===== config.mk =====
export PLATFORM = sky130hd
export DESIGN_NAME = timer_set
export DESIGN_NICKNAME = d
export VERILOG_FILES = /design/src/timer_set_pkg.sv /design/src/timer_slice.sv /design/src/timer_set.sv
export VERILOG_INCLUDE_DIRS = /design/src
export SDC_FILE = /design/constraint.sdc
export NUM_CORES = 1
export LEC_CHECK = 0
export BUFFER_PORTS_ARGS = -buffer_cell sky130_fd_sc_hd__buf_4
export CAP_MARGIN = 10
export CORE_AREA = 2 2 209 170
export DETAILED_ROUTE_END_ITERATION = 12
export DIE_AREA = 0 0 211 172
export GPL_ROUTABILITY_DRIVEN = 0
export PLACE_DENSITY = 0.6
export SYNTH_ARGS = -nofsm -noshare
export SYNTH_HDL_FRONTEND = slang
export SYNTH_SLANG_ARGS = --single-unit

===== constraint.sdc =====
create_clock -name ref_clk -period 3.7 [get_ports ref_clk]
set_input_delay 0.74 -clock ref_clk [delete_from_list [all_inputs] [get_ports ref_clk]]
set_output_delay 0.74 -clock ref_clk [all_outputs]
set_load 0.03 [all_outputs]

===== src/timer_set_map.svh =====
// register offsets, field positions and counts of the timer set
`ifndef TIMER_SET_MAP_SVH
`define TIMER_SET_MAP_SVH

// ----------------------------------------------------------------
// register map
// ----------------------------------------------------------------
`define TS_STRIDE 8'h10
`define TS_CTRL_OFF 8'h00
`define TS_PERIOD_OFF 8'h04
`define TS_COUNT_OFF 8'h08
`define TS_IRQ_STATUS 8'h50
`define TS_IRQ_MASK 8'h54
`define TS_ADDR_W 8

// ----------------------------------------------------------------
// control fields
// ----------------------------------------------------------------
`define TS_ON_BIT 15
`define TS_IDLE_BIT 13
`define TS_GATE_BIT 6
`define TS_PS_HI 5
`define TS_PS_LO 4
`define TS_WIDE_BIT 3
`define TS_SYNC_BIT 2
`define TS_CS_BIT 1
`define TS_MASK_FIRST 16'hA076
`define TS_MASK_LOW 16'hA07A
`define TS_MASK_HIGH 16'hA072
`define TS_CTRL_RST 16'h0000
`define TS_PERIOD_RST 16'hFFFF

// ----------------------------------------------------------------
// prescaler terminal counts and number of timers
// ----------------------------------------------------------------
`define TS_PS_LIM_1 8'h00
`define TS_PS_LIM_8 8'h07
`define TS_PS_LIM_64 8'h3F
`define TS_PS_LIM_256 8'hFF
`define TS_NUM_TIMERS 5

`endif


===== src/timer_set_pkg.sv =====
// types shared by the timer set
package timer_set_pkg;
    typedef logic [15:0] word_type;
    typedef logic [1:0] prescale_type;
    typedef enum logic [1:0] {
        PS_DIV1 = 2'b00,
        PS_DIV8 = 2'b01,
        PS_DIV64 = 2'b10,
        PS_DIV256 = 2'b11
    } prescale_code_type;
endpackage


===== src/timer_slice.sv =====
// one 16-bit timer: prescaler, counter and period compare
`include "timer_set_map.svh"
module timer_slice
    import timer_set_pkg::*;
#(
    parameter int W = 16
) (
    input wire logic refClk,
    input wire logic sysRst,
    input wire logic tick,
    input wire logic [1:0] prescaleSel,
    input wire logic presClr,
    input wire logic useExtStep,
    input wire logic extStep,
    input wire logic useExtClr,
    input wire logic extClr,
    input wire logic [W-1:0] period,
    input wire logic countWr,
    input wire logic [W-1:0] countWdata,
    output logic [W-1:0] count,
    output logic step,
    output logic carry,
    output logic matchStep
);
    logic [7:0] presCnt_r;
    logic [7:0] presLim;
    logic presTick;
    logic clearNow;

    // ----------------------------------------------------------------
    // prescaler
    // ----------------------------------------------------------------
    always_comb begin
        case (prescale_code_type'(prescaleSel))
            PS_DIV8: presLim = `TS_PS_LIM_8;
            PS_DIV64: presLim = `TS_PS_LIM_64;
            PS_DIV256: presLim = `TS_PS_LIM_256;
            default: presLim = `TS_PS_LIM_1;
        endcase
    end

    assign presTick = tick && (presCnt_r == presLim);

    always_ff @(posedge refClk) begin
        if (sysRst || presClr) begin
            presCnt_r <= 8'h00;
        end else if (presTick) begin
            presCnt_r <= 8'h00;
        end else if (tick) begin
            presCnt_r <= presCnt_r + 8'h01;
        end
    end

    // ----------------------------------------------------------------
    // counter; holds when no step arrives
    // ----------------------------------------------------------------
    assign step = useExtStep ? extStep : presTick;
    assign clearNow = useExtClr ? extClr : (count == period);
    assign matchStep = step && clearNow;
    assign carry = step && (count == {W{1'b1}});

    always_ff @(posedge refClk) begin
        if (sysRst) begin
            count <= '0;
        end else if (countWr) begin
            count <= countWdata;
        end else if (step) begin
            count <= clearNow ? '0 : count + W'(1);
        end
    end
endmodule


===== src/timer_set.sv =====
// five general-purpose timers: one standalone, two pairs joinable to 32 bits
//
// How it works
// - first timer: 16-bit, timer/sync/async counter modes
// - timer_on set starts, cleared stops each timer
// - idle_stop halts timer during device idle
// - gate_accum_en counts only while gate high, internal
// - prescale_sel divides by 1, 8, 64, 256
// - ext_clk_sync_sel synchronises external clock; internal ignores
// - clk_source_sel picks pin edges or oscillator/2
// - control write while running clears prescaler
// - first timer interrupts on match, gate fall
// - pair_wide_mode joins pair into one 32-bit
// - paired timers count synchronously only, never async
// - wide mode uses only lower control and pins
// - wide match raises upper timer's interrupt flag
// - upper period word high, lower period low
// - upper count holds high word, lower low
// - adc trigger from first pair only
`include "timer_set_map.svh"
module timer_set
    import timer_set_pkg::*;
(
    input wire logic ref_clk,
    input wire logic sys_rst,
    input wire logic psel,
    input wire logic penable,
    input wire logic pwrite,
    input wire logic [7:0] paddr,
    input wire logic [31:0] pwdata,
    output logic [31:0] prdata,
    output logic pready,
    output logic pslverr,
    input wire logic idleMode,
    input wire logic first_timer_ext_clock_pin,
    input wire logic [3:0] pair_timer_ext_clock_pin,
    output logic irq,
    output logic adcTrigger
);
    localparam int N = `TS_NUM_TIMERS;

    word_type ctrl_r [N];
    word_type period_r [N];
    word_type count [N];
    logic [N-1:0] irqStatus_r;
    logic [N-1:0] irqMask_r;
    logic [N-1:0] pinMeta_r;
    logic [N-1:0] pinSync_r;
    logic [N-1:0] pinLast_r;
    logic [N-1:0] pinRise;
    logic [N-1:0] pinFall;
    logic [N-1:0] extPend_r;
    logic [N-1:0] tick;
    logic [N-1:0] presClr;
    logic [N-1:0] step;
    logic [N-1:0] carry;
    logic [N-1:0] matchStep;
    logic [N-1:0] useExtStep;
    logic [N-1:0] extStep;
    logic [N-1:0] useExtClr;
    logic [N-1:0] extClr;
    logic [N-1:0] countWr;
    logic [N-1:0] gateFall;
    logic [N-1:0] event_;
    logic [N-1:0] ctrlWr;
    logic [N-1:0] periodWr;
    logic [1:0] wide;
    logic [1:0] match32;
    logic intDiv_r;
    logic intTick;
    logic wrAccess;
    logic rdSetup;
    logic [3:0] slot;
    logic [3:0] sub;
    logic slotOk;
    logic regHit;
    logic [31:0] rdData;
    logic adcNxt;

    // ----------------------------------------------------------------
    // apb slave: zero wait, read data caught in the setup cycle
    // ----------------------------------------------------------------
    assign wrAccess = psel && penable && pwrite;
    assign rdSetup = psel && !penable && !pwrite;
    assign slot = paddr[7:4];
    assign sub = paddr[3:0];
    assign slotOk = (slot < 4'(N));
    assign pready = psel && penable;

    always_comb begin
        regHit = 1'b1;
        rdData = 32'h0000_0000;
        if (paddr == `TS_IRQ_STATUS) begin
            rdData = {27'h000_0000, irqStatus_r};
        end else if (paddr == `TS_IRQ_MASK) begin
            rdData = {27'h000_0000, irqMask_r};
        end else if (slotOk && sub == 4'(`TS_CTRL_OFF)) begin
            rdData = {16'h0000, ctrl_r[slot[2:0]]};
        end else if (slotOk && sub == 4'(`TS_PERIOD_OFF)) begin
            rdData = {16'h0000, period_r[slot[2:0]]};
        end else if (slotOk && sub == 4'(`TS_COUNT_OFF)) begin
            rdData = {16'h0000, count[slot[2:0]]};
        end else begin
            regHit = 1'b0;
        end
    end

    assign pslverr = pready && !regHit;

    always_ff @(posedge ref_clk) begin
        if (sys_rst) begin
            prdata <= 32'h0000_0000;
        end else if (rdSetup) begin
            prdata <= rdData;
        end
    end

    // ----------------------------------------------------------------
    // write strobes per timer
    // ----------------------------------------------------------------
    always_comb begin
        for (int i = 0; i < N; i++) begin
            ctrlWr[i] = wrAccess && slot == 4'(i) && sub == 4'(`TS_CTRL_OFF);
            periodWr[i] = wrAccess && slot == 4'(i) && sub == 4'(`TS_PERIOD_OFF);
            countWr[i] = wrAccess && slot == 4'(i) && sub == 4'(`TS_COUNT_OFF);
        end
    end

    // ----------------------------------------------------------------
    // control and period registers
    // ----------------------------------------------------------------
    always_ff @(posedge ref_clk) begin
        if (sys_rst) begin
            for (int i = 0; i < N; i++) begin
                ctrl_r[i] <= `TS_CTRL_RST;
            end
        end else begin
            for (int i = 0; i < N; i++) begin
                if (ctrlWr[i]) begin
                    if (i == 0) begin
                        ctrl_r[i] <= pwdata[15:0] & `TS_MASK_FIRST;
                    end else if (i % 2 == 1) begin
                        ctrl_r[i] <= pwdata[15:0] & `TS_MASK_LOW;
                    end else begin
                        ctrl_r[i] <= pwdata[15:0] & `TS_MASK_HIGH;
                    end
                end
            end
        end
    end

    always_ff @(posedge ref_clk) begin
        if (sys_rst) begin
            for (int i = 0; i < N; i++) begin
                period_r[i] <= `TS_PERIOD_RST;
            end
        end else begin
            for (int i = 0; i < N; i++) begin
                if (periodWr[i]) begin
                    period_r[i] <= pwdata[15:0];
                end
            end
        end
    end

    // ----------------------------------------------------------------
    // internal clock: oscillator over two
    // ----------------------------------------------------------------
    always_ff @(posedge ref_clk) begin
        if (sys_rst) begin
            intDiv_r <= 1'b0;
        end else begin
            intDiv_r <= !intDiv_r;
        end
    end

    assign intTick = intDiv_r;

    // ----------------------------------------------------------------
    // clock pin synchronisers and edge detect
    // ----------------------------------------------------------------
    always_ff @(posedge ref_clk) begin
        if (sys_rst) begin
            pinMeta_r <= '0;
            pinSync_r <= '0;
            pinLast_r <= '0;
        end else begin
            pinMeta_r <= {pair_timer_ext_clock_pin, first_timer_ext_clock_pin};
            pinSync_r <= pinMeta_r;
            pinLast_r <= pinSync_r;
        end
    end

    assign pinRise = pinSync_r & ~pinLast_r;
    assign pinFall = ~pinSync_r & pinLast_r;
    assign wide[0] = ctrl_r[1][`TS_WIDE_BIT];
    assign wide[1] = ctrl_r[3][`TS_WIDE_BIT];

    // ----------------------------------------------------------------
    // per-timer clock source, gating and run control
    // ----------------------------------------------------------------
    always_comb begin
        for (int i = 0; i < N; i++) begin
            logic running;
            logic syncMode;
            running = ctrl_r[i][`TS_ON_BIT]
                && !(idleMode && ctrl_r[i][`TS_IDLE_BIT]);
            syncMode = (i != 0) || ctrl_r[i][`TS_SYNC_BIT];
            tick[i] = 1'b0;
            gateFall[i] = 1'b0;
            if (running) begin
                if (ctrl_r[i][`TS_CS_BIT]) begin
                    tick[i] = syncMode ? (extPend_r[i] && intTick) : pinRise[i];
                end else if (ctrl_r[i][`TS_GATE_BIT]) begin
                    tick[i] = intTick && pinSync_r[i];
                    gateFall[i] = pinFall[i];
                end else begin
                    tick[i] = intTick;
                end
            end
            presClr[i] = ctrlWr[i] && ctrl_r[i][`TS_ON_BIT];
        end
    end

    // external edge held until the next internal tick in sync mode
    always_ff @(posedge ref_clk) begin
        if (sys_rst) begin
            extPend_r <= '0;
        end else begin
            for (int i = 0; i < N; i++) begin
                if (pinRise[i]) begin
                    extPend_r[i] <= 1'b1;
                end else if (intTick) begin
                    extPend_r[i] <= 1'b0;
                end
            end
        end
    end

    // ----------------------------------------------------------------
    // pair cascade: low word steps, carry and 32-bit match into high
    // ----------------------------------------------------------------
    always_comb begin
        useExtStep = '0;
        extStep = '0;
        useExtClr = '0;
        extClr = '0;
        for (int p = 0; p < 2; p++) begin
            match32[p] = ({count[2*p+2], count[2*p+1]}
                == {period_r[2*p+2], period_r[2*p+1]});
            if (wide[p]) begin
                useExtClr[2*p+1] = 1'b1;
                extClr[2*p+1] = match32[p];
                useExtStep[2*p+2] = 1'b1;
                extStep[2*p+2] = carry[2*p+1] || (step[2*p+1] && match32[p]);
                useExtClr[2*p+2] = 1'b1;
                extClr[2*p+2] = match32[p];
            end
        end
    end

    generate
        for (genvar g = 0; g < N; g++) begin : gTimer
            timer_slice #(
                .W(16)
            ) uSlice (
                .refClk(ref_clk),
                .sysRst(sys_rst),
                .tick(tick[g]),
                .prescaleSel(ctrl_r[g][`TS_PS_HI:`TS_PS_LO]),
                .presClr(presClr[g]),
                .useExtStep(useExtStep[g]),
                .extStep(extStep[g]),
                .useExtClr(useExtClr[g]),
                .extClr(extClr[g]),
                .period(period_r[g]),
                .countWr(countWr[g]),
                .countWdata(pwdata[15:0]),
                .count(count[g]),
                .step(step[g]),
                .carry(carry[g]),
                .matchStep(matchStep[g])
            );
        end
    endgenerate

    // ----------------------------------------------------------------
    // interrupt events, sticky status, mask
    // ----------------------------------------------------------------
    always_comb begin
        event_[0] = matchStep[0] || gateFall[0];
        for (int p = 0; p < 2; p++) begin
            if (wide[p]) begin
                event_[2*p+1] = 1'b0;
                event_[2*p+2] = matchStep[2*p+1] || gateFall[2*p+1];
            end else begin
                event_[2*p+1] = matchStep[2*p+1] || gateFall[2*p+1];
                event_[2*p+2] = matchStep[2*p+2] || gateFall[2*p+2];
            end
        end
    end

    // a set arriving with its clear wins
    always_ff @(posedge ref_clk) begin
        if (sys_rst) begin
            irqStatus_r <= '0;
        end else if (wrAccess && paddr == `TS_IRQ_STATUS) begin
            irqStatus_r <= (irqStatus_r & ~pwdata[N-1:0]) | event_;
        end else begin
            irqStatus_r <= irqStatus_r | event_;
        end
    end

    always_ff @(posedge ref_clk) begin
        if (sys_rst) begin
            irqMask_r <= '0;
        end else if (wrAccess && paddr == `TS_IRQ_MASK) begin
            irqMask_r <= pwdata[N-1:0];
        end
    end

    assign irq = |(irqStatus_r & irqMask_r);

    // ----------------------------------------------------------------
    // adc trigger, first pair only
    // ----------------------------------------------------------------
    assign adcNxt = wide[0] ? matchStep[1] : matchStep[2];

    always_ff @(posedge ref_clk) begin
        if (sys_rst) begin
            adcTrigger <= 1'b0;
        end else begin
            adcTrigger <= adcNxt;
        end
    end
endmodule


==> key figures, run 1 <==
Detailed routing
  • Metal-1 WL: 23,200 um
  • WL per Instance: approximately 24 um
  • Routed wl met3: 6350 um
  • Via count: 13,262
  • Drc violations: 0
  • WL met2: 20,500 um
  • First-pass DRT Iterations: 6
  • Uppermost layer routed: met5
  • WL final: 50,900 um
  • 1st-iter DRT viols: 1,876
  • Vias per cell: 6.27
  • Final ANT Viol Nets: 0

Global route
  • Pin count of the biggest net entering global routing: just over 100
  • Vias in the first global route: around 12,000
  • GRT overflow: 0
  • Global-route wire length before repair: 75,200 um
  • Antenna violations before repair: 3
  • Total GRT Usage: 0.277

CTS
  • Setup bufs post-CTS: 0
  • TritonCTS sink count: around 280
  • H-tree depth: 1
  • Hold_buf cts: 0
  • Clock-pin slew on the worst setup and hold paths: ~0.060 ns
  • CTS tree: done
  • CTS buffer count: 30
  • Worst-skew pair later-pin latency: 0.59 ns
  • CTS Buffer Depth: 3
  • CTS Root Cell: clkbuf_16
  • Post-CTS Resized: 0

Worst setup path
  • CP Capture Type: register
  • Arr. time, crit path: approximately 3.6 ns
  • Critical path launch point type: register
  • Worst Path Max Fanout: 13
  • CP required: 4.20 ns
  • CP Class: register to register

Pwr
  • Final Power: about 0.007 W
  • Comb pwr share: 0.073
  • Switching power total: 0.00175 W
  • P_int: 0.00527 W
  • P_leak: 5.82 nW
  • Switching part of the total power: 0.250
  • Max VDD drop: 0.000312 V
  • Seq pwr share: 0.482
  • Clock power frac: 0.445
  • Power Density: 405 nW/um^2

STA
  • Unrepaired setup endpoints after global routing: no
  • Worst Skew: 0.0241 ns
  • Fin crit share: 0.832
  • Min Tclk post-route: 3.08 ns
  • Final Hold Fails: 0
  • Final WS setup: 0.622 ns
  • Fin. max-slew vios: 0
  • Slew @ Worst Pin: 1.12 ns
  • Final setup viols: 0
  • Rel. slew slack: 0.246
  • Setup TNS: 0 ns
  • Fmax: 0.325 GHz

Die
  • Die area: 36,300 um^2
  • Core region area: 34,300 um^2
  • Die Span Y: approximately 170 um
  • Chip Width: about 210 um
  • I/O pin total: 87
  • Initial Utilization: 0.442
  • FP Rows: slightly above 60

Logic synthesis
  • Largest family of logic cells by synthesized area: simple AND/OR/NAND/NOR gates
  • Commonest register cell after synthesis: dfxtp_1
  • Post-synth EDFFs: roughly 110
  • Mean Syn Cell Area: 9.59 um^2
  • Compound-cell area share of the yosys netlist: 0.139
  • Mux cell area share after synthesis: 0.0789
  • XOR/XNOR Fraction of Synth Area: 0.0774
  • #FFs+latches synth: between 200 and 300
  • Post-synth ARST share: 0
  • Netlist cell types: 77
  • Synth Instances: 1,580
  • Synth warn: 0
  • Area share of fa/ha/maj cells after synthesis: 0.00826
  • Synth Cell Area: 15,200 um^2
  • Post-synthesis sequential area ratio: 0.446
  • Simple logic cell fraction of the synthesized area: 0.214

Placed design
  • Pre-CTS setup slack: 0.264 ns
  • Post-detail-place hpwl: 38,400 um
  • Placed Area: ~16,000 um^2
  • Port Buffers: 54

Cells and area
  • NumNets Final: 1,711
  • Post-route core utilization: 0.506
  • Ratio of cells with drive above 1 in the final layout: 0.145
  • Layout area overhead: 14.3%
  • Final Cell Area: 17,300 um^2

Job
  • Max-Cap Viols: 0

Outcome
  • Status: complete, no violations

Worst hold path
  • HP Class: input pin to register
==> cells in the mapped netlist (5+ instances only) <==
cell type / n / share of area
a22oi_1: 18 / 0.0089
nor2b_1: 33 / 0.014
a21oi_1: 65 / 0.021
mux2i_1: 34 / 0.022
or4_1: 13 / 0.0064
xor2_1: 52 / 0.030
a31oi_1: 31 / 0.013
o2111a_1: 5 / 0.0037
o31ai_1: 8 / 0.0040
xnor2_1: 82 / 0.047
clkbuf_1: 74 / 0.018
dfxtp_1: 168 / 0.22
and2_1: 8 / 0.0033
nand3_1: 62 / 0.020
a311oi_1: 9 / 0.0052
nand3b_1: 6 / 0.0030
o221a_2: 5 / 0.0037
nand2b_1: 34 / 0.014
nand2_1: 146 / 0.036
or2_2: 7 / 0.0029
inv_1: 20 / 0.0050
mux4_2: 37 / 0.055
buf_1: 13 / 0.0032
edfxtp_1: 113 / 0.22
o21ai_0: 71 / 0.023
or3_1: 19 / 0.0078
a22o_1: 7 / 0.0040
ha_1: 10 / 0.0083
o22ai_1: 17 / 0.0070
nor3_1: 28 / 0.0092
nor2_1: 148 / 0.037
nand4_1: 47 / 0.019
a211oi_1: 14 / 0.0069
nor3b_1: 6 / 0.0030
buf_4: 17 / 0.0084
and3_1: 27 / 0.011
or3b_1: 6 / 0.0035
nor4_1: 22 / 0.0091
a221oi_1: 10 / 0.0058
o211ai_1: 21 / 0.010
==> metal layers <==
layer,vias up,GRT usage
met5,-,0
met4,2,0.0521
met3,70,0.0663
met2,731,0.388
met1,6478,0.430
li1,5981,-
==> kinds of logic (layout without fill, tap and decap cells) <==
kind of cell / after synthesis / after routing
adders and majority gates: 10 / 10
DFF: 281 / 281
and+or+nand+nor: 635 / 635
xor gates and xnor gates: 134 / 134
buffers and inverters: 128 / 206
AOI/OAI and AO/OA: 318 / 318
muxes: 73 / 73
other: 1 / 17
==> registers in the layout (all words and copies together) (netlist names) <==
signal / cells
gTimer.uSlice.count: 80
period_r: 80
gTimer.uSlice.presCnt_r: 40
ctrl_r: 33
prdata: 16
extPend_r: 5
irqMask_r: 5
irqStatus_r: 5
pinLast_r: 5
pinMeta_r: 5
pinSync_r: 5
adcTrigger: 1
intDiv_r: 1
==> layout by cell type, fill, tap and decap left out, types with 7 or more instances in the layout <==
cell	Yosys	routed
a22oi_1	18	18
or3_1	19	19
edfxtp_1	113	113
nor4_1	22	22
ha_1	10	10
xor2_1	52	52
o22ai_1	17	17
a22o_1	7	7
nand4_1	47	47
conb_1	1	16
a21oi_1	65	65
and2_1	8	8
nor3_1	28	28
clkbuf_16	0	33
o31ai_1	8	8
nand3_1	62	62
inv_1	20	21
a31oi_1	31	31
a221oi_1	10	10
or2_2	7	7
mux4_2	37	37
o21ai_0	71	66
mux2i_1	34	34
xnor2_1	82	82
nand2_1	146	146
nor2b_1	33	33
nand2b_1	34	34
buf_4	17	129
a311oi_1	9	9
o211ai_1	21	21
a211oi_1	14	14
and3_1	27	27
or4_1	13	13
nor2_1	148	148
dfxtp_1	168	168
==> power by group through the flow <==
stage               sequential (W)  combinational [W]  clock, W
floorplan                  0.00342           0.000321         0
global placement           0.00345           0.000499         0
detailed placement         0.00345           0.000504         0
CTS                        0.00338           0.000505   0.00315
global route               0.00339           0.000542   0.00328
finish                     0.00339           0.000514   0.00312
==> final timing paths <==
| kind | start | to | slack (ns) | cells after the start |
|---|---|---|---|---|
| max | ctrl_r[0][1] | gTimer[0].uSlice.count[6] | 0.62 | 7 |
| min | pair_timer_ext_clock_pin[1] | pinMeta_r[2] | 0.36 | 2 |
| max reg2reg | ctrl_r[0][1] | gTimer[0].uSlice.count[6] | 0.62 | 7 |
| min reg2reg | pinMeta_r[4] | pinSync_r[4] | 0.44 | 1 |
==> final cells by class <==
class	count	area, um^2
antenna	1	2.50
clock buffer	37	851
clock inverter	18	169
fill	3159	16900
inverter	20	75.1
multi-input combinational	1186	7910
sequential	281	6760
tap	441	552
timing repair buffer	131	1010
==> metrics by stage <==
stage	hold slack, ns	std cells
6_report	0.362	2115
5_1_grt	0.361	2114
4_1_cts	0.350	2114
3_5_place_dp	0.426	2059
3_3_place_gp	0.432	2059
2_1_floorplan	0.414	1595
==> critical path: stages, from the launching register on <==
cell	delay, ns
edfxtp_1	0.43
or3b_1	0.37
a21boi_1	0.19
o21ai_0	0.23
or3_4	0.53
or3_1	0.54
or4_1	0.55
a31oi_1	0.16
(Power assumes the default switching activity.)
==> run 2, diff against run 1 <==
- clock period: 3.7 -> 3.2 ns (I/O delays scaled with it)
==> run 2 against run 1 <==
  * Global-route usage grew 1.0 points
  * Flip-flop and latch count is the same
  * Combinational power grew 18%
  * Register-to-register slack lost 0.38 ns
  * Core utilization grew 1.1 points
  * Critical path type unchanged
  * Largest power group unchanged
==> key figures, run 2 (synthesis results as in run 1) <==
Outcome
  • Status: complete, no violations

Global route
  • Total GRT Usage: 0.287
  • Antenna violations before repair: 0
  • Vias in the first global route: 12,265
  • Global-route wire length before repair: 77,700 um
  • GRT overflow: 0
  • Pin count of the biggest net entering global routing: 101

Pwr
  • Power Density: 472 nW/um^2
  • Seq pwr share: 0.469
  • Max VDD drop: 0.000319 V
  • Comb pwr share: 0.073
  • P_int: ~0.0063 W
  • Clock power frac: 0.459
  • Switching part of the total power: 0.247
  • P_leak: 6.06 nW
  • Switching power total: 0.00206 W

STA
  • Rel. slew slack: 0.510
  • Min Tclk post-route: slightly below 3 ns
  • Fin crit share: 0.924
  • Slew @ Worst Pin: 0.735 ns
  • Fmax: approximately 0.34 GHz
  • Setup TNS: 0 ns
  • Final setup viols: 0
  • Fin. max-slew vios: 0
  • Final Hold Fails: 0
  • Worst Skew: 0.0124 ns
  • Unrepaired setup endpoints after global routing: no

Die
  • Core region area: 34,300 um^2
  • I/O pin total: 87
  • Die Span Y: 172 um
  • Chip Width: 211 um
  • FP Rows: 61
  • Initial Utilization: 0.442
  • Die area: 36,300 um^2

Detailed routing
  • Drc violations: 0
  • WL final: 52,200 um
  • Vias per cell: 6.18
  • WL per Instance: about 24 um
  • Final ANT Viol Nets: 0
  • Via count: around 13,000
  • First-pass DRT Iterations: 5
  • 1st-iter DRT viols: 1,489

Worst setup path
  • CP required: 3.70 ns
  • FF-to-FF End: gTimer[0].uSlice.count[6]
  • Critical path launch point type: register
  • CP Launch Point: gTimer[0].uSlice.presCnt_r[0]
  • CP Class: register to register
  • Slowest CP cell: or4_1
  • CP Cell Sequence: or4_1 -> o32a_1 -> or3_4 -> or3_1 -> or4_1 -> a31oi_1
  • CP dominant cell by count: or4_1
  • Crit-path max cell delay: 0.55 ns
  • Worst-case reg-to-reg path depth: 6
  • Worst R2R Setup Slack: 0.24 ns
  • CP Capture Type: register
  • Reg-to-Reg Start: gTimer[0].uSlice.presCnt_r[0]
  • Worst Path Max Fanout: 10
  • Arr. time, crit path: 3.45 ns

Cells and area
  • Largest regs: gTimer.uSlice.count x80, period_r x80, gTimer.uSlice.presCnt_r x40
  • Ratio of cells with drive above 1 in the final layout: 0.166
  • Ant diodes: 0
  • Most common cell after layout, fill and taps aside: dfxtp_1
  • # fillers: 3,042
  • Post-route core utilization: 0.516
  • Layout area overhead: 16.7%
  • Most frequent cells in the layout: dfxtp_1, buf_4, nor2_1
  • NumNets Final: 1,749

CTS
  • Setup bufs post-CTS: 0
  • CTS buffer count: 30
  • CTS tree: done
  • H-tree depth: 1
  • CTS Buffer Depth: 3
  • Worst-skew pair later-pin latency: 0.58 ns
  • Clock-pin slew on the worst setup and hold paths: 0.07 ns
  • TritonCTS sink count: 281
  • Post-CTS Resized: 0
  • CTS Root Cell: clkbuf_16
  • Hold_buf cts: 0

Worst hold path
  • HP Class: input pin to register
  • Min-delay src: pair_timer_ext_clock_pin[2]
  • Hold path depth: 2
  • Hold path endpoint: pinMeta_r[3]

Job
  • Max-Cap Viols: 0

Placed design
  • Port Buffers: 54
  • Post-detail-place hpwl: 39,800 um
-- run 2: changes by cell type in the layout (fill, tap and decap cells not counted), sizes merged --
cell      delta
clkbuf       -4
clkinvlp     -2
diode        -1
buf         +38
bufinv       +3
clkinv       +4
-- run 2: cell type report --
class	instances	area, um^2	share of cell area
Timing Repair Buffer	169	1320	0.0744
Inverter	20	75.1	0.00424
Clock buffer	33	815	0.0460
Multi-Input combinational cell	1186	7910	0.447
Clock inverter	23	260	0.0147
Tap cell	441	552	0.0312
Sequential cell	281	6760	0.382
-- run 2: critical path: cells and delay by family, from the launching register on --
family             cells  cell delay (ns)
and+or+nand+nor        4             2.02
DFF                    1             0.35
AOI/OAI and AO/OA      2             0.50
-- run 2: power groups by stage --
stage          registers (W)  logic [W]  clock network [W]
4_1_cts              0.00391   0.000597            0.00386
5_1_grt              0.00392   0.000643            0.00400
2_1_floorplan        0.00395   0.000372                  0
6_report             0.00392   0.000608            0.00383
3_5_place_dp         0.00399   0.000595                  0
3_3_place_gp         0.00399   0.000591                  0
-- run 2: how the worst max path moves through the flow --
stage	slack (ns)	end	depth (start not counted)
after floorplan	0.09	period_r[3][0]	4
after global placement	0.09	gTimer[2].uSlice.count[8]	9
after detailed placement	0.08	gTimer[2].uSlice.count[7]	9
after CTS	0.23	gTimer[2].uSlice.count[15]	9
after global routing	0.15	gTimer[0].uSlice.count[6]	6
final	0.24	gTimer[0].uSlice.count[6]	6
-- run 2: stage by stage --
stage | cell area [um^2] | hold WS [ns] | setup WS (ns) | cells | total power, W
after detailed placement | 16600 | 0.432 | 0.0783 | 2096 | 0.00459
after CTS | 17700 | 0.266 | 0.227 | 2152 | 0.00837
final | 17700 | 0.271 | 0.245 | 2153 | 0.00836
after floorplan | 15200 | 0.414 | 0.0906 | 1595 | 0.00433
after global routing | 17700 | 0.283 | 0.152 | 2153 | 0.00856
after global placement | 16600 | 0.433 | 0.0852 | 2096 | 0.00458
-- run 2: metal layers --
metal  GRT usage  wire [um]
met1       0.442      23500
met3      0.0757       6670
met4      0.0710       1320
met2       0.394      20700
met5           0          0
==> run 3, diff against run 2 <==
- CORE_AREA: 2 2 209 170 -> 2 2 178 145
- DIE_AREA: 0 0 211 172 -> 0 0 180 147
- PLACE_DENSITY: 0.6 -> 0.79
==> run 3 against run 2 <==
  * Non-clock buffer count is 14 lower
  * First-iteration DRC count is 43% higher
  * Sequential share of layout area is 0.88 points higher
  * Flip-flop and latch count stayed put
  * Core utilization is 18 points higher
  * Hold slack better by 0.026 ns
  * Critical path type unchanged
  * Routed wire length is 5.7% lower
  * Clock power is 10% lower
  * Global-route usage is 7.5 points higher
  * Maximum frequency is 3.2% lower
  * Critical path depth is 2 higher
  * Largest power group unchanged
==> key figures, run 3 (synthesis results as in run 1) <==
Worst setup path
  • Worst-case reg-to-reg path depth: 8
  • FF-to-FF End: gTimer[2].uSlice.count[5]
  • CP Class: register to register
  • Worst R2R Setup Slack: 0.15 ns
  • CP Capture Type: register
  • CP required: 3.62 ns
  • Reg-to-Reg Start: gTimer[2].uSlice.count[14]
  • Worst Path Max Fanout: 6
  • Arr. time, crit path: 3.47 ns
  • Critical path launch point type: register

Cells and area
  • # fillers: about 1,800
  • Multi-input logic area: between 7000 and 8000 um^2
  • Most common cell after layout, fill and taps aside: dfxtp_1
  • Final Non-Filler Cells: about 2,000
  • Ratio of cells with drive above 1 in the final layout: 0.157
  • Post-route core utilization: 0.698
  • Layout area overhead: 14.1%
  • Final Cell Area: 17,300 um^2
  • FF/Latch Area: around 6800 um^2
  • NumNets Final: roughly 1,700
  • Largest regs: gTimer.uSlice.count x80, period_r x80, gTimer.uSlice.presCnt_r x40
  • Most frequent cells in the layout: dfxtp_1, buf_4, nor2_1

STA
  • Unrepaired setup endpoints after global routing: no
  • Final setup viols: 0
  • Fin. max-slew vios: 0
  • Min Tclk post-route: 3.05 ns
  • Fin crit share: 0.954
  • Final Hold Fails: 0
  • Worst Skew: 0.00890 ns
  • Setup TNS: 0 ns
  • Fmax: 0.328 GHz
  • Slew @ Worst Pin: 0.827 ns
  • Rel. slew slack: 0.444
  • Fin Hold WS: just under 0.3 ns

Global route
  • Antenna violations before repair: 1
  • GRT overflow: 0
  • Vias in the first global route: approximately 12,000
  • Global-route wire length before repair: 73,500 um
  • Total GRT Usage: 0.363
  • Pin count of the biggest net entering global routing: 58

Detailed routing
  • WL final: a little under 50,000 um
  • Via count: about 14,000
  • First-pass DRT Iterations: 9
  • Final ANT Viol Nets: 0
  • Vias per cell: 6.83
  • Drc violations: 0
  • WL per Instance: 24.4 um
  • 1st-iter DRT viols: 2,132

Die
  • FP Rows: 52
  • Core region area: about 25,000 um^2
  • Die Span Y: 147 um
  • I/O pin total: 87
  • Chip Width: 180 um
  • Die area: 26,500 um^2
  • Initial Utilization: 0.611

CTS
  • CTS tree: done
  • Setup bufs post-CTS: 0
  • Post-CTS Resized: 0
  • CTS buffer count: 28
  • TritonCTS sink count: 281
  • Hold_buf cts: 0
  • Worst-skew pair later-pin latency: 0.55 ns
  • H-tree depth: 1
  • CTS Root Cell: clkbuf_16
  • CTS Buffer Depth: 3
  • Clock-pin slew on the worst setup and hold paths: ~0.070 ns

Pwr
  • Max VDD drop: 0.000439 V
  • P_leak: 5.92 nW
  • Power Density: approximately 460 nW/um^2

Worst hold path
  • Hold path endpoint: pinMeta_r[2]
  • HP Class: input pin to register
  • Min-delay src: pair_timer_ext_clock_pin[1]
  • Hold path depth: 2

Placed design
  • Port Buffers: 54
  • Dpl cells: ~2,000
  • Post-detail-place hpwl: 36,400 um
  • Placed Area: 16,300 um^2

Outcome
  • Status: complete, no violations

Job
  • Max-Cap Viols: 0
-- run 3: cell types whose count changed in the layout (fill, tap and decap cells not counted), sizes merged --
| cell | before | now |
|---|---|---|
| clkbuf | 33 | 41 |
| clkinv | 11 | 6 |
| diode | 0 | 1 |
| clkinvlp | 4 | 2 |
| inv | 23 | 22 |
| bufinv | 5 | 1 |
| buf | 169 | 155 |
-- run 3: report_power, final --
group	switching (W)	leakage (nW)	internal, W
combinational	0.000370	2.97	0.000226
sequential	0.000105	2.48	0.00382
clock	0.00147	0.479	0.00196
-- run 3: area by class of cell --
class / instances / area share
diodes: 1 / 0.000145
clock buffers: 41 / 0.0500
clock inverters: 11 / 0.00557
inverters: 20 / 0.00434
multi-input cells: 1186 / 0.457
flip-flops and latches: 281 / 0.391
well taps: 324 / 0.0234
repair buffers: 155 / 0.0686
-- run 3: stage by stage --
step           total power [W]  setup WS (ns)
3_3_place_gp           0.00455          0.158
2_1_floorplan          0.00433         0.0906
3_5_place_dp           0.00456          0.119
6_report               0.00795          0.148
4_1_cts                0.00792          0.262
5_1_grt                0.00812          0.100
-- run 3: routing by layer --
layer,wire length (um),GRT usage,share of wire,up-vias
met2,19900,0.504,0.40,1118
met1,18700,0.527,0.38,6502
met5,0,0,0,-
li1,-,-,-,6016
met4,1940,0.112,0.039,0
met3,8760,0.133,0.18,160
-- run 3: critical path, cell delays in order, from the launching register on --
cell	delay, ns
dfxtp_1	0.48
xor2_1	0.15
nor4_1	0.75
nand4_1	0.24
or4_4	0.60
and4_1	0.25
buf_4	0.17
o21ai_0	0.20
a21oi_1	0.09
-- run 3: how the worst max path moves through the flow --
| stage | from | endpoint | slack (ns) | cells past startpoint |
|---|---|---|---|---|
| 6_report | gTimer[2].uSlice.count[14] | gTimer[2].uSlice.count[5] | 0.15 | 8 |
| 5_1_grt | gTimer[2].uSlice.count[14] | gTimer[2].uSlice.count[5] | 0.10 | 8 |
| 4_1_cts | gTimer[0].uSlice.presCnt_r[0] | gTimer[0].uSlice.count[5] | 0.26 | 6 |
| 3_5_place_dp | idleMode | gTimer[0].uSlice.count[5] | 0.12 | 7 |
| 3_3_place_gp | idleMode | gTimer[2].uSlice.count[5] | 0.16 | 9 |
| 2_1_floorplan | paddr[5] | period_r[3][0] | 0.09 | 4 |
